==> config.mk <==
export PLATFORM = sky130hd
export DESIGN_NAME = rspr_top
export DESIGN_NICKNAME = d
export VERILOG_FILES = /design/src/rspr_pkg.sv /design/src/rspr_contact_if.sv /design/src/rspr_debounce.sv /design/src/rspr_top.sv
export SDC_FILE = /design/constraint.sdc
export NUM_CORES = 1
export LEC_CHECK = 0
export BUFFER_PORTS_ARGS = -buffer_cell sky130_fd_sc_hd__buf_4
export CAP_MARGIN = 25
export CORE_ASPECT_RATIO = 1.2
export CORE_MARGIN = 2
export CORE_UTILIZATION = 50
export DETAILED_ROUTE_END_ITERATION = 10
export GPL_ROUTABILITY_DRIVEN = 0
export HOLD_SLACK_MARGIN = 0.12
export PLACE_DENSITY = 0.67
export SYNTH_ARGS = -nofsm -noshare
export SYNTH_HDL_FRONTEND = slang
export SYNTH_HIERARCHICAL = 1
export SYNTH_SLANG_ARGS = --single-unit
==> constraint.sdc <==
create_clock -name clk_in -period 7.8 [get_ports clk_in]
set_input_delay 1.56 -clock clk_in [delete_from_list [all_inputs] [get_ports clk_in]]
set_output_delay 1.56 -clock clk_in [all_outputs]
set_load 0.01 [all_outputs]
==> src/rspr_pkg.sv <==
// Shared constants for the remote speed pot and run output block
package rspr_pkg;
	// Register byte offsets
	localparam logic [5:0] OFS_CTRL = 6'h00;
	localparam logic [5:0] OFS_SRC = 6'h04;
	localparam logic [5:0] OFS_STD_FREQ = 6'h08;
	localparam logic [5:0] OFS_MAX_FREQ = 6'h0C;
	localparam logic [5:0] OFS_START_FREQ = 6'h10;
	localparam logic [5:0] OFS_FIRST_ACCEL_TIME = 6'h14;
	localparam logic [5:0] OFS_FIRST_DECEL_TIME = 6'h18;
	localparam logic [5:0] OFS_ACC2 = 6'h1C;
	localparam logic [5:0] OFS_DEC2 = 6'h20;
	localparam logic [5:0] OFS_ROUTE = 6'h24;
	localparam logic [5:0] OFS_STATUS = 6'h28;
	localparam logic [5:0] OFS_OUT_FREQ = 6'h2C;
	// Control register fields
	localparam int CTRL_RUN_BIT = 0;
	localparam int CTRL_JOG_BIT = 1;
	localparam int CTRL_SET2_BIT = 2;
	// Status register fields
	localparam int STAT_RUN_BIT = 0;
	localparam int STAT_RAISE_BIT = 1;
	localparam int STAT_LOWER_BIT = 2;
	localparam int STAT_STATE_LSB = 4;
	// Routing register: one 8-bit function code per terminal
	localparam int ROUTE_FIELD_W = 8;
	localparam int NUM_TERMS = 3;
	localparam int RELAY_TERM = 2;
	// Function codes and command source value
	localparam logic [7:0] FN_RUN = 8'h00;
	localparam logic [7:0] FN_ALARM = 8'h05;
	localparam logic [1:0] SRC_OPERATOR = 2'h2;
	// Reset values
	localparam logic [31:0] ROUTE_RESET = {8'h00, FN_ALARM, FN_RUN, FN_RUN};
	localparam logic [15:0] MAX_FREQ_RESET = 16'h1770;
	localparam logic [15:0] START_FREQ_RESET = 16'h0032;
	localparam logic [31:0] RAMP_RESET = 32'h0000_2710;
	// Contact filter time
	localparam int CLK_MHZ = 100;
	localparam int DEB_TIME_MS = 50;
	localparam int DEB_CYCLES = DEB_TIME_MS * CLK_MHZ * 1000;
	// Run mode states, Gray along stop, run, stopping
	typedef enum logic [1:0] {
		ST_STOP = 2'b00,
		ST_RUN = 2'b01,
		ST_STOPPING = 2'b11
	} rspr_state_e;
endpackage

==> src/rspr_contact_if.sv <==
// Filtered contact levels passed from the filter to the block core
`timescale 1ns/10ps
interface rspr_contact_if;
	logic raise;
	logic lower;
	modport filt (output raise, output lower);
	modport user (input raise, input lower);
endinterface

==> src/rspr_debounce.sv <==
// Two-flop synchroniser and hold-time filter for raise and lower contacts
`timescale 1ns/10ps
module rspr_debounce #(
	parameter int DEB_CYCLES = rspr_pkg::DEB_CYCLES
) (
	input wire logic clk_in, // System clock
	input wire logic rstn_in, // Async reset, active low
	input wire logic ce_in, // Clock enable
	input wire logic [1:0] raw_in, // Raw contacts, bit0 raise, bit1 lower
	rspr_contact_if.filt contact // Filtered levels
);
	localparam int CW = $clog2(DEB_CYCLES + 1);
	localparam logic [CW-1:0] LAST = CW'(DEB_CYCLES - 1);
	logic [1:0] clean;

	genvar g;
	generate
		for (g = 0; g < 2; g++) begin : g_ch
			logic meta;
			logic sync;
			logic [CW-1:0] cnt;
			wire differs = sync != clean[g];
			wire held = cnt == LAST;
			// Synchronise, then accept a new level only after it stays put
			always_ff @(posedge clk_in or negedge rstn_in) begin
				if (!rstn_in) begin
					meta <= 1'b0;
					sync <= 1'b0;
					cnt <= '0;
					clean[g] <= 1'b0;
				end else if (ce_in) begin
					meta <= raw_in[g];
					sync <= meta;
					if (!differs) begin
						cnt <= '0;
					end else if (held) begin
						cnt <= '0;
						clean[g] <= sync;
					end else begin
						cnt <= cnt + 1'b1;
					end
				end
			end
		end
	endgenerate

	// Hand filtered levels to the core
	assign contact.raise = clean[0];
	assign contact.lower = clean[1];
endmodule

==> src/rspr_top.sv <==
// Remote raise/lower speed setpoint, output frequency ramp and run output
// Functional notes
// - Raise input held: output frequency climbs from its present value.
// - On release of raise or lower the frequency holds where it is.
// - Lower input held: output frequency falls from its present value.
// - Steps use first accel/decel times, or second set when selected.
// - Raise and lower act only when command source equals 02.
// - Raise and lower are ignored while jog function is active.
// - Adjusted frequency stays between zero and the maximum setting.
// - Adjustment starts from the present output frequency and rewrites the standard frequency setting.
// - Run output active in run mode, inactive in stop mode.
// - Run output is active low, pulling the terminal to ground.
// - Run output asserts only above the start frequency.
// - Any output function may be routed to any of three terminals.
// - Relay carries alarm after reset and accepts any function.
//
// Added by the designer: the placing of the registers and the Avalon-MM slave port.
`timescale 1ns/10ps
module rspr_top #(
	parameter int FW = 16,
	parameter int DEB_CYCLES = rspr_pkg::DEB_CYCLES
) (
	input wire logic clk_in, // System clock, 100 MHz
	input wire logic rstn_in, // Async reset, active low
	input wire logic ce_in, // Clock enable, freezes all state
	input wire logic [5:0] address_in, // Avalon byte address
	input wire logic read_in, // Avalon read
	input wire logic write_in, // Avalon write
	input wire logic [31:0] writedata_in, // Avalon write data
	output logic [31:0] readdata_out, // Avalon read data
	output logic waitrequest_out, // Avalon wait request
	input wire logic raise_in, // Raise contact, async pin
	input wire logic speed_lower_input_in, // Lower contact, async pin
	input wire logic alarm_in, // Alarm state from trip logic
	output logic [1:0] oc_o_out, // Open-collector pin level
	output logic [1:0] oc_oe_out, // Open-collector enable, high sinks
	output logic relay_out, // Relay coil energised
	output logic [FW-1:0] out_freq_out // Present output frequency
);
	rspr_contact_if contact ();
	rspr_pkg::rspr_state_e state;
	rspr_pkg::rspr_state_e next_state;
	logic [2:0] ctrl;
	logic [1:0] src;
	logic [FW-1:0] std_freq;
	logic [FW-1:0] max_freq;
	logic [FW-1:0] start_freq;
	logic [31:0] first_accel_time;
	logic [31:0] first_decel_time;
	logic [31:0] second_set_accel_time;
	logic [31:0] second_set_decel_time;
	logic [31:0] route;
	logic [FW-1:0] out_freq;
	logic [31:0] step_cnt;
	logic ack;
	logic [31:0] readdata;

	// Contact synchroniser and filter
	rspr_debounce #(
		.DEB_CYCLES(DEB_CYCLES)
	) u_deb (
		.clk_in(clk_in),
		.rstn_in(rstn_in),
		.ce_in(ce_in),
		.raw_in({speed_lower_input_in, raise_in}),
		.contact(contact)
	);

	// Bus handshake: one wait state per access
	wire req = read_in | write_in;
	wire wr_take = write_in & ack;
	assign waitrequest_out = req & ~ack;
	assign readdata_out = readdata;

	// Address decode
	wire sel_ctrl = address_in == rspr_pkg::OFS_CTRL;
	wire sel_src = address_in == rspr_pkg::OFS_SRC;
	wire sel_std = address_in == rspr_pkg::OFS_STD_FREQ;
	wire sel_max = address_in == rspr_pkg::OFS_MAX_FREQ;
	wire sel_start = address_in == rspr_pkg::OFS_START_FREQ;
	wire sel_first_accel_time = address_in == rspr_pkg::OFS_FIRST_ACCEL_TIME;
	wire sel_first_decel_time = address_in == rspr_pkg::OFS_FIRST_DECEL_TIME;
	wire sel_acc2 = address_in == rspr_pkg::OFS_ACC2;
	wire sel_dec2 = address_in == rspr_pkg::OFS_DEC2;
	wire sel_route = address_in == rspr_pkg::OFS_ROUTE;
	wire sel_stat = address_in == rspr_pkg::OFS_STATUS;
	wire sel_outf = address_in == rspr_pkg::OFS_OUT_FREQ;

	// Control fields
	wire run_cmd = ctrl[rspr_pkg::CTRL_RUN_BIT];
	wire jog_function = ctrl[rspr_pkg::CTRL_JOG_BIT];
	wire use_set2 = ctrl[rspr_pkg::CTRL_SET2_BIT];

	// Run status: run mode and above start frequency
	wire run_mode = state != rspr_pkg::ST_STOP;
	wire run_active = run_mode & (out_freq > start_freq);

	// Status word
	wire [31:0] status_word = {
		26'h000_0000,
		state,
		1'b0,
		contact.lower,
		contact.raise,
		run_active
	};

	// Read data selection, unmapped reads return zero
	wire [31:0] rd_mux =
		sel_ctrl ? {29'h0000_0000, ctrl} :
		sel_src ? {30'h0000_0000, src} :
		sel_std ? 32'(std_freq) :
		sel_max ? 32'(max_freq) :
		sel_start ? 32'(start_freq) :
		sel_first_accel_time ? first_accel_time :
		sel_first_decel_time ? first_decel_time :
		sel_acc2 ? second_set_accel_time :
		sel_dec2 ? second_set_decel_time :
		sel_route ? route :
		sel_stat ? status_word :
		sel_outf ? 32'(out_freq) :
		32'h0000_0000;

	// Raise/lower enables, both together hold
	wire updn_ok = (state == rspr_pkg::ST_RUN) & (src == rspr_pkg::SRC_OPERATOR)
		& ~jog_function;
	wire do_raise = updn_ok & contact.raise & ~contact.lower;
	wire do_lower = updn_ok & contact.lower & ~contact.raise;

	// Ramp target, clamped to the maximum setting
	wire [FW-1:0] std_clamped = (std_freq > max_freq) ? max_freq : std_freq;
	wire [FW-1:0] target = (state == rspr_pkg::ST_RUN) ? std_clamped : '0;
	wire going_up = do_raise | (~do_lower & (out_freq < target));

	// Step interval from first or second time set
	wire [31:0] acc_time = use_set2 ? second_set_accel_time : first_accel_time;
	wire [31:0] dec_time = use_set2 ? second_set_decel_time : first_decel_time;
	wire [31:0] interval = going_up ? acc_time : dec_time;
	wire tick = (step_cnt + 32'h0000_0001) >= interval;

	// Next frequency from raise/lower, else from the normal ramp
	wire [FW-1:0] up_val = (out_freq >= max_freq) ? max_freq : out_freq + 1'b1;
	wire [FW-1:0] dn_val = (out_freq == '0) ? '0 : out_freq - 1'b1;
	wire [FW-1:0] ramp_val =
		(out_freq < target) ? out_freq + 1'b1 :
		(out_freq > target) ? out_freq - 1'b1 : out_freq;
	wire [FW-1:0] next_out = do_raise ? up_val : do_lower ? dn_val : ramp_val;
	wire moving = do_raise | do_lower | (out_freq != target);

	// Run mode sequence
	always_comb begin
		next_state = state;
		case (state)
			rspr_pkg::ST_STOP: begin
				if (run_cmd) begin
					next_state = rspr_pkg::ST_RUN;
				end
			end
			rspr_pkg::ST_RUN: begin
				if (!run_cmd) begin
					next_state = rspr_pkg::ST_STOPPING;
				end
			end
			rspr_pkg::ST_STOPPING: begin
				if (run_cmd) begin
					next_state = rspr_pkg::ST_RUN;
				end else if (out_freq == '0) begin
					next_state = rspr_pkg::ST_STOP;
				end
			end
			default: begin
				next_state = rspr_pkg::ST_STOP;
			end
		endcase
	end

	// Bus acknowledge and read data
	always_ff @(posedge clk_in or negedge rstn_in) begin
		if (!rstn_in) begin
			ack <= 1'b0;
			readdata <= 32'h0000_0000;
		end else if (ce_in) begin
			ack <= req & ~ack;
			if (read_in & ~ack) begin
				readdata <= rd_mux;
			end
		end
	end

	// Configuration registers written by software
	always_ff @(posedge clk_in or negedge rstn_in) begin
		if (!rstn_in) begin
			ctrl <= 3'h0;
			src <= 2'h0;
			max_freq <= rspr_pkg::MAX_FREQ_RESET[FW-1:0];
			start_freq <= rspr_pkg::START_FREQ_RESET[FW-1:0];
			first_accel_time <= rspr_pkg::RAMP_RESET;
			first_decel_time <= rspr_pkg::RAMP_RESET;
			second_set_accel_time <= rspr_pkg::RAMP_RESET;
			second_set_decel_time <= rspr_pkg::RAMP_RESET;
			route <= rspr_pkg::ROUTE_RESET;
		end else if (ce_in && wr_take) begin
			if (sel_ctrl) ctrl <= writedata_in[2:0];
			if (sel_src) src <= writedata_in[1:0];
			if (sel_max) max_freq <= writedata_in[FW-1:0];
			if (sel_start) start_freq <= writedata_in[FW-1:0];
			if (sel_first_accel_time) first_accel_time <= writedata_in;
			if (sel_first_decel_time) first_decel_time <= writedata_in;
			if (sel_acc2) second_set_accel_time <= writedata_in;
			if (sel_dec2) second_set_decel_time <= writedata_in;
			if (sel_route) route <= writedata_in;
		end
	end

	// Standard setting: software write wins, else raise/lower rewrites it
	always_ff @(posedge clk_in or negedge rstn_in) begin
		if (!rstn_in) begin
			std_freq <= '0;
		end else if (ce_in) begin
			if (wr_take && sel_std) begin
				std_freq <= writedata_in[FW-1:0];
			end else if (tick && (do_raise || do_lower)) begin
				std_freq <= next_out;
			end
		end
	end

	// Output frequency ramp, step timer and state
	always_ff @(posedge clk_in or negedge rstn_in) begin
		if (!rstn_in) begin
			state <= rspr_pkg::ST_STOP;
			out_freq <= '0;
			step_cnt <= 32'h0000_0000;
		end else if (ce_in) begin
			state <= next_state;
			if (!moving || tick) begin
				step_cnt <= 32'h0000_0000;
			end else begin
				step_cnt <= step_cnt + 32'h0000_0001;
			end
			if (moving && tick) begin
				out_freq <= next_out;
			end
		end
	end

	assign out_freq_out = out_freq;

	// Terminal function selection, one per output
	logic [rspr_pkg::NUM_TERMS-1:0] term_act;
	genvar t;
	generate
		for (t = 0; t < rspr_pkg::NUM_TERMS; t++) begin : g_term
			wire [7:0] fn = route[t*rspr_pkg::ROUTE_FIELD_W +: rspr_pkg::ROUTE_FIELD_W];
			assign term_act[t] = (fn == rspr_pkg::FN_RUN) ? run_active :
				(fn == rspr_pkg::FN_ALARM) ? alarm_in : 1'b0;
		end
	endgenerate

	// Output registers; open collector sinks to ground when active
	always_ff @(posedge clk_in or negedge rstn_in) begin
		if (!rstn_in) begin
			oc_oe_out <= 2'h0;
			relay_out <= 1'b0;
		end else if (ce_in) begin
			oc_oe_out <= term_act[1:0];
			relay_out <= term_act[rspr_pkg::RELAY_TERM];
		end
	end

	assign oc_o_out = 2'h0;
endmodule

=== Word-level counts from Yosys, hierarchy flattened ===
Cells that the tools add are included.

* Register bits after elaboration: 351
* Input port bits: 46
* Output and inout bits: 54
* Word-level logic and storage cells: 152

* Add/sub/neg operators: 5
* Magnitude comparators: 6
* Equality and inequality tests: 25
* Multiplexer cells: 41
* Bitwise logic cells: 20
* Reductions and logical operators: 30

{| class="wikitable"
|+ Operator list
! cell !! number
|-
| $mux 32 || 14
|-
| $mux 16 || 12
|-
| $mux 23 || 4
|-
| $gt 16x16->1 || 3
|-
| $add 23x1->23 const B || 2
|-
| $eq 23x23->1 const B || 2
|-
| $add 32x1->32 const B || 1
|-
| $ge 32x32->1 || 1
|-
| $eq 6x5->1 const B || 4
|-
| $eq 6x6->1 const B || 4
|-
| $eq 8x3->1 const B || 3
|-
| $logic_not 8->1 || 3
|-
| $reduce_and 2->1 || 12
|-
| $add 16x1->16 const B || 1
|-
| $ge 16x16->1 || 1
|-
| $logic_not 16->1 || 1
|-
| $lt 16x16->1 || 1
|-
| $ne 16x16->1 || 1
|-
| $sub 16x1->16 const B || 1
|-
| $eq 6x4->1 const B || 2
|-
| $and 1x1->1 || 11
|-
| $mux 2 || 4
|-
| $eq 6x3->1 const B || 1
|-
| $logic_not 6->1 || 1
|-
| other kinds (16) || 37
|}

=== Depth between registers and ports, before layout ===
* Depth in word-level cells: 13
* Gate-level depth with buffers: 32

=== Hierarchy ===
Netlist, hierarchy kept.

{| class="wikitable"
|+ Modules (own cells, without submodules)
! module !! instances !! cells an instance !! area an instance (µm²)
|-
| rspr_top || 1 || 1737 || 18642.9
|-
| rspr_debounce || 1 || 312 || 2902.8
|}

=== Least setup slack after synthesis ===
No wires, ideal clock.

* Kind: reg2reg
* Start: reg max_freq[12]
* End: reg step_cnt[10]
* Library setup time: 121 ps
* Data arrival time: 6208 ps
* Data required time: 7679 ps
* Slack: 1471 ps
* Stages on the path, launching flop included: 29
* Buffers on the path: 4
* Period minus slack after synthesis: 6329 ps
* Cells stage by stage: dfstp_2 > inv_1 > ha_1 > nand3_1 > nor3_1 > nand2_1 > o31ai_2 > buf_2 > mux2i_1 > nand2_1 > ha_1 > a211o_1 > o311a_1 > nor2_4 > a31oi_1 > o22a_2 > buf_6 > mux4_2 > inv_1 > ha_1 > nand4_1 > nor4_2 > o211ai_1 > a31oi_1 > a211oi_2 > o211a_2 > buf_6 > buf_2 > a22o_1

* Longest elaborated chain between the ends: 10
* Elaborated cells on any way between the ends: 13

{| class="wikitable"
|+ RTL lines
! element !! RTL line !! text
|-
| start, declared || rspr_top.sv:46 || <nowiki>logic [FW-1:0] max_freq;</nowiki>
|-
| start signal, assigned || rspr_top.sv:195 || <nowiki>max_freq <= rspr_pkg::MAX_FREQ_RESET[FW-1:0];</nowiki>
|-
| start signal, assigned || rspr_top.sv:205 || <nowiki>if (sel_max) max_freq <= writedata_in[FW-1:0];</nowiki>
|-
| $gt 16x16->1 || rspr_top.sv:131 || <nowiki>wire [FW-1:0] std_clamped = (std_freq > max_freq) ? max_freq : std_freq;</nowiki>
|-
| $mux 16 * || rspr_top.sv:131 ||
|-
| $mux 16 * || rspr_top.sv:132 || <nowiki>wire [FW-1:0] target = (state == rspr_pkg::ST_RUN) ? std_clamped : '0;</nowiki>
|-
| $lt 16x16->1 || rspr_top.sv:133 || <nowiki>wire going_up = do_raise | (~do_lower & (out_freq < target));</nowiki>
|-
| $and 1x1->1 || rspr_top.sv:133 ||
|-
| $or 1x1->1 || rspr_top.sv:133 ||
|-
| $mux 32 || rspr_top.sv:138 || <nowiki>wire [31:0] interval = going_up ? acc_time : dec_time;</nowiki>
|-
| $ge 32x32->1 || rspr_top.sv:139 || <nowiki>wire tick = (step_cnt + 32'h0000_0001) >= interval;</nowiki>
|-
| $logic_or 1x1->1 * || rspr_top.sv:236 || <nowiki>if (!moving || tick) begin</nowiki>
|-
| $mux 32 * || rspr_top.sv:236 ||
|-
| end signal, assigned || rspr_top.sv:239 || <nowiki>step_cnt <= step_cnt + 32'h0000_0001;</nowiki>
|-
| end, declared || rspr_top.sv:54 || <nowiki>logic [31:0] step_cnt;</nowiki>
|}

Every way passes the cells marked *; elsewhere a longest branch is shown, timed or not.
A chain may end at the register's enable or synchronous reset.

=== Worst setup path after layout ===
* Start: reg max_freq[12]
* End: reg std_freq[9]

* Longest elaborated chain between the ends: 11
* Elaborated cells on any way between the ends: 20

{| class="wikitable"
|+ RTL lines
! element !! RTL line !! text
|-
| $gt 16x16->1 || rspr_top.sv:131 ||
|-
| $mux 16 || rspr_top.sv:131 ||
|-
| $mux 16 || rspr_top.sv:132 ||
|-
| $lt 16x16->1 || rspr_top.sv:133, rspr_top.sv:145 ||
|-
| $and 1x1->1 || rspr_top.sv:133 ||
|-
| $or 1x1->1 || rspr_top.sv:133 ||
|-
| $mux 32 || rspr_top.sv:138 ||
|-
| $ge 32x32->1 || rspr_top.sv:139 ||
|-
| $logic_and 1x1->1 || rspr_top.sv:222 || <nowiki>end else if (tick && (do_raise || do_lower)) begin</nowiki>
|-
| $reduce_bool 2->1 (no line) || -- ||
|-
| $reduce_and 2->1 (no line) || -- ||
|-
| end signal, assigned || rspr_top.sv:221 || <nowiki>std_freq <= writedata_in[FW-1:0];</nowiki>
|-
| end signal, assigned || rspr_top.sv:223 || <nowiki>std_freq <= next_out;</nowiki>
|-
| end, declared || rspr_top.sv:45 || <nowiki>logic [FW-1:0] std_freq;</nowiki>
|}

Parallel ways exist; a longest one is shown, timed or not. The select of a mux whose other input is x is not followed.

==> results.cfg <==
[floorplan]
die_height_um = 231
die_area_um2 = 44800
start_util_pct = 50.5
die_x_um = 193
core-area_um2 = 42700
num_rows = 83
ioPinCount = 100

[final_layout]
nNetsFinal = 2258
fillers = 3677
fin_util_pct = 56.4
instances_no_fill = 2693
num_antenna_cells = 0
areaGrowthSynthToFinish_pct = 11.7
drive_gt1_share_pct = 25.8

[yosys]
async_flop_share_pct = 100
synth-seq-cells = 351
synth_edf_count = 0
ys_types = 104
ys_seq_area_share_pct = 41.0
ys.warnings.count = 6
synth_area_um2 = 21500
synth_flop_cell = dfrtp_1
postSynthCellCount = 2049
synth_area_per_cell_um2 = 10.5

[global_routing]
grt_pass1_wl_mm = 99.9
overflow = 0
use_met2_pct = 46.8
gr-usage-met3_pct = 3.67
antenna_found_initial = 0
grt_usage_pct = 28.2
grt_start_max_net_pins = 170
met1_usage_pct = 37.4
top_usage_layer = met2
grt_pass1_vias = 17600

[setup_path]
cp.required_ns = 8.27
crit_path_max_incr_delay_ns = 0.54
cp-end-kind = register
path_max_fanout = 22
cp-start-kind = register
crit_type = register to register
crit_top_cell = ha_1
crit_slowest_cell = dfstp_2
worstPathArrival_ns = 7.82

[timing]
slew_headroom_pct = 27.4
tns_ns = 0
final_hold_viol_count = 0
hold_ws_ns = 0.480
setup_viol = 0
slew_violations = 0
finalClockSkew_ns = 0.0243
fin_crit_ns = 7.34
fin_crit_sh_pct = 94.1
tightest_slew_ns = 1.08
clock.fmax_mhz = 136

[routing]
drc = 0
drtAntennaViolNets = 0
wire_per_inst_um = 23.7
routed_via_density = 6.47
firstDrtPassIters = 5
vias = 17400
dr.first_iter.drc_count = 1542
drt-total-wl_mm = 63.7

[flow_run]
max-cap-violations = 0

[place]
placement.io_buffers = 97
place_hpwl_mm = 43.6
dp.cells = 2620

[power_and_ir_drop]
total_power_mw = 5.92
vdd_drop_max_uv = 230
power_density_nw_per_um2 = 246
leakagePower_nw = 10.7

[clock_tree]
htree_levels = 2
ctsLongestPathBuffers = 3
postCtsSetupBuffers = 0
cts_hold_buf = 0
insertion_delay_ns = 0.58
cts_tree = yes
cts.sinks = 351
path_clk_slew_ns = 0.06
cts_buffers = 39
root_buffer = clkbuf_16

[status]
status = finished, final reports clean

[hold_path]
hp-class = register to register
==> layout make-up <==
type | count | area (um^2) | share of cell area [%]
multi-input combinational | 1484 | 11800 | 49.2
timing repair buffer | 138 | 1090 | 4.52
sequential | 351 | 8820 | 36.7
inverter | 97 | 364 | 1.51
tap | 552 | 691 | 2.87
clock inverter | 13 | 140 | 0.582
clock buffer | 58 | 1120 | 4.64
==> cell usage in the layout, fill, tap and decap left out, types with 26 or more instances in the layout <==
cell       synthesis  routed
buf_4              3     131
a21o_1            29      29
nor3_1            34      32
nand2_1          129     129
inv_1             94      94
mux2_2           237     237
nand3_1           70      70
mux2i_1           26      26
a22oi_1           28      28
a31oi_1           51      51
a22o_1            43      43
xnor2_1           27      27
dfrtp_1          319     319
dfstp_2           32      32
ha_1             101     101
mux4_2            33      33
o21ai_0           79      79
nor2_1           118     115
a21oi_1           98      98
clkbuf_16          0      39
nand4_1           33      33
==> synth_stat cells (27+ instances only) <==
| master | instances | share of area (%) |
|---|---|---|
| dfrtp_1 | 319 | 37 |
| mux2_2 | 237 | 12 |
| nand2_1 | 129 | 2.2 |
| nor2_1 | 118 | 2.1 |
| ha_1 | 101 | 5.9 |
| a21oi_1 | 98 | 2.3 |
| inv_1 | 94 | 1.6 |
| o21ai_0 | 79 | 1.8 |
| nand3_1 | 70 | 1.6 |
| clkbuf_1 | 63 | 1.1 |
| a31oi_1 | 51 | 1.5 |
| a22o_1 | 43 | 1.7 |
| nor3_1 | 34 | 0.79 |
| mux4_2 | 33 | 3.4 |
| nand4_1 | 33 | 0.96 |
| dfstp_2 | 32 | 3.9 |
| buf_2 | 30 | 0.70 |
| a21o_1 | 29 | 1.0 |
| a22oi_1 | 28 | 0.98 |
| xnor2_1 | 27 | 1.1 |
==> stage by stage <==
step	setup WS, ns	area (um^2)
3_3_place_gp	0.321	22700
5_1_grt	-0.0943	24100
3_5_place_dp	0.173	22700
4_1_cts	0.133	24000
2_1_floorplan	1.47	21500
6_report	0.457	24100
==> critical path: cells and delay by family, from the launching register on <==
kind            cells  cell delay, ns
flops               1            0.54
mux                 2            0.55
compound gates     11            2.45
buf+inv             5            0.90
simple gates       10            2.05
fa+ha+maj           3            0.73
==> registers in the layout, summed over array words and instances (netlist names), 32 cells and up <==
signal,count
first_decel_time,32
second_set_decel_time,32
u_deb/g_ch.cnt,46
step_cnt,32
first_accel_time,32
readdata_out,32
second_set_accel_time,32
route,32
==> layer usage <==
metal  vias up  routed length (um)  part of all wire [%]
met2       655               30600                    48
met1      8802               26700                    42
met4         0                2410                   3.8
met5         -                   0                     0
met3       151                4000                   6.3
li1       7825                   -                     -
==> repair_timing <==
action | 4_1_cts | 5_1_grt
endpoints found under the setup margin | 0 | 51
resized for setup | 0 | 5
endpoints found under the hold margin | 0 | 0
==> cells by family (layout without fill, tap and decap cells) <==
logic type                 Yosys count  after routing  synth area share, %
and+or+nand+nor                    530            530                 13.0
AOI/OAI and AO/OA                  500            500                 16.3
DFF                                351            351                 41.0
muxes                              300            300                 17.5
buffers and inverters              215            306                 4.37
adders and majority gates          101            101                 5.87
xor gates and xnor gates            51             51                 2.07
other                                1              2               0.0174
==> worst paths after layout <==
check	start	endpoint	slack (ns)	cells past startpoint
max	max_freq[12]$_DFFE_PN1P_	std_freq[9]$_DFFE_PN0P_	0.46	31
min	readdata_out[13]$_DFFE_PN0P_	readdata_out[13]$_DFFE_PN0P_	0.48	1
max reg2reg	max_freq[12]$_DFFE_PN1P_	std_freq[9]$_DFFE_PN0P_	0.46	31
min reg2reg	readdata_out[13]$_DFFE_PN0P_	readdata_out[13]$_DFFE_PN0P_	0.48	1
max in group asynchronous	rstn_in	second_set_decel_time[11]$_DFFE_PN0P_	5.28	2
min in group asynchronous	rstn_in	u_deb/g_ch[0].cnt[3]$_DFFE_PN0P_	1.08	1
==> where the power goes <==
part / internal [mW] / total (mW) / switching [mW]
clock: 1.04 / 1.83 / 0.796
combinational: 0.759 / 1.92 / 1.16
sequential: 1.97 / 2.17 / 0.198
Note: power is estimated with default switching activity, not from simulation.
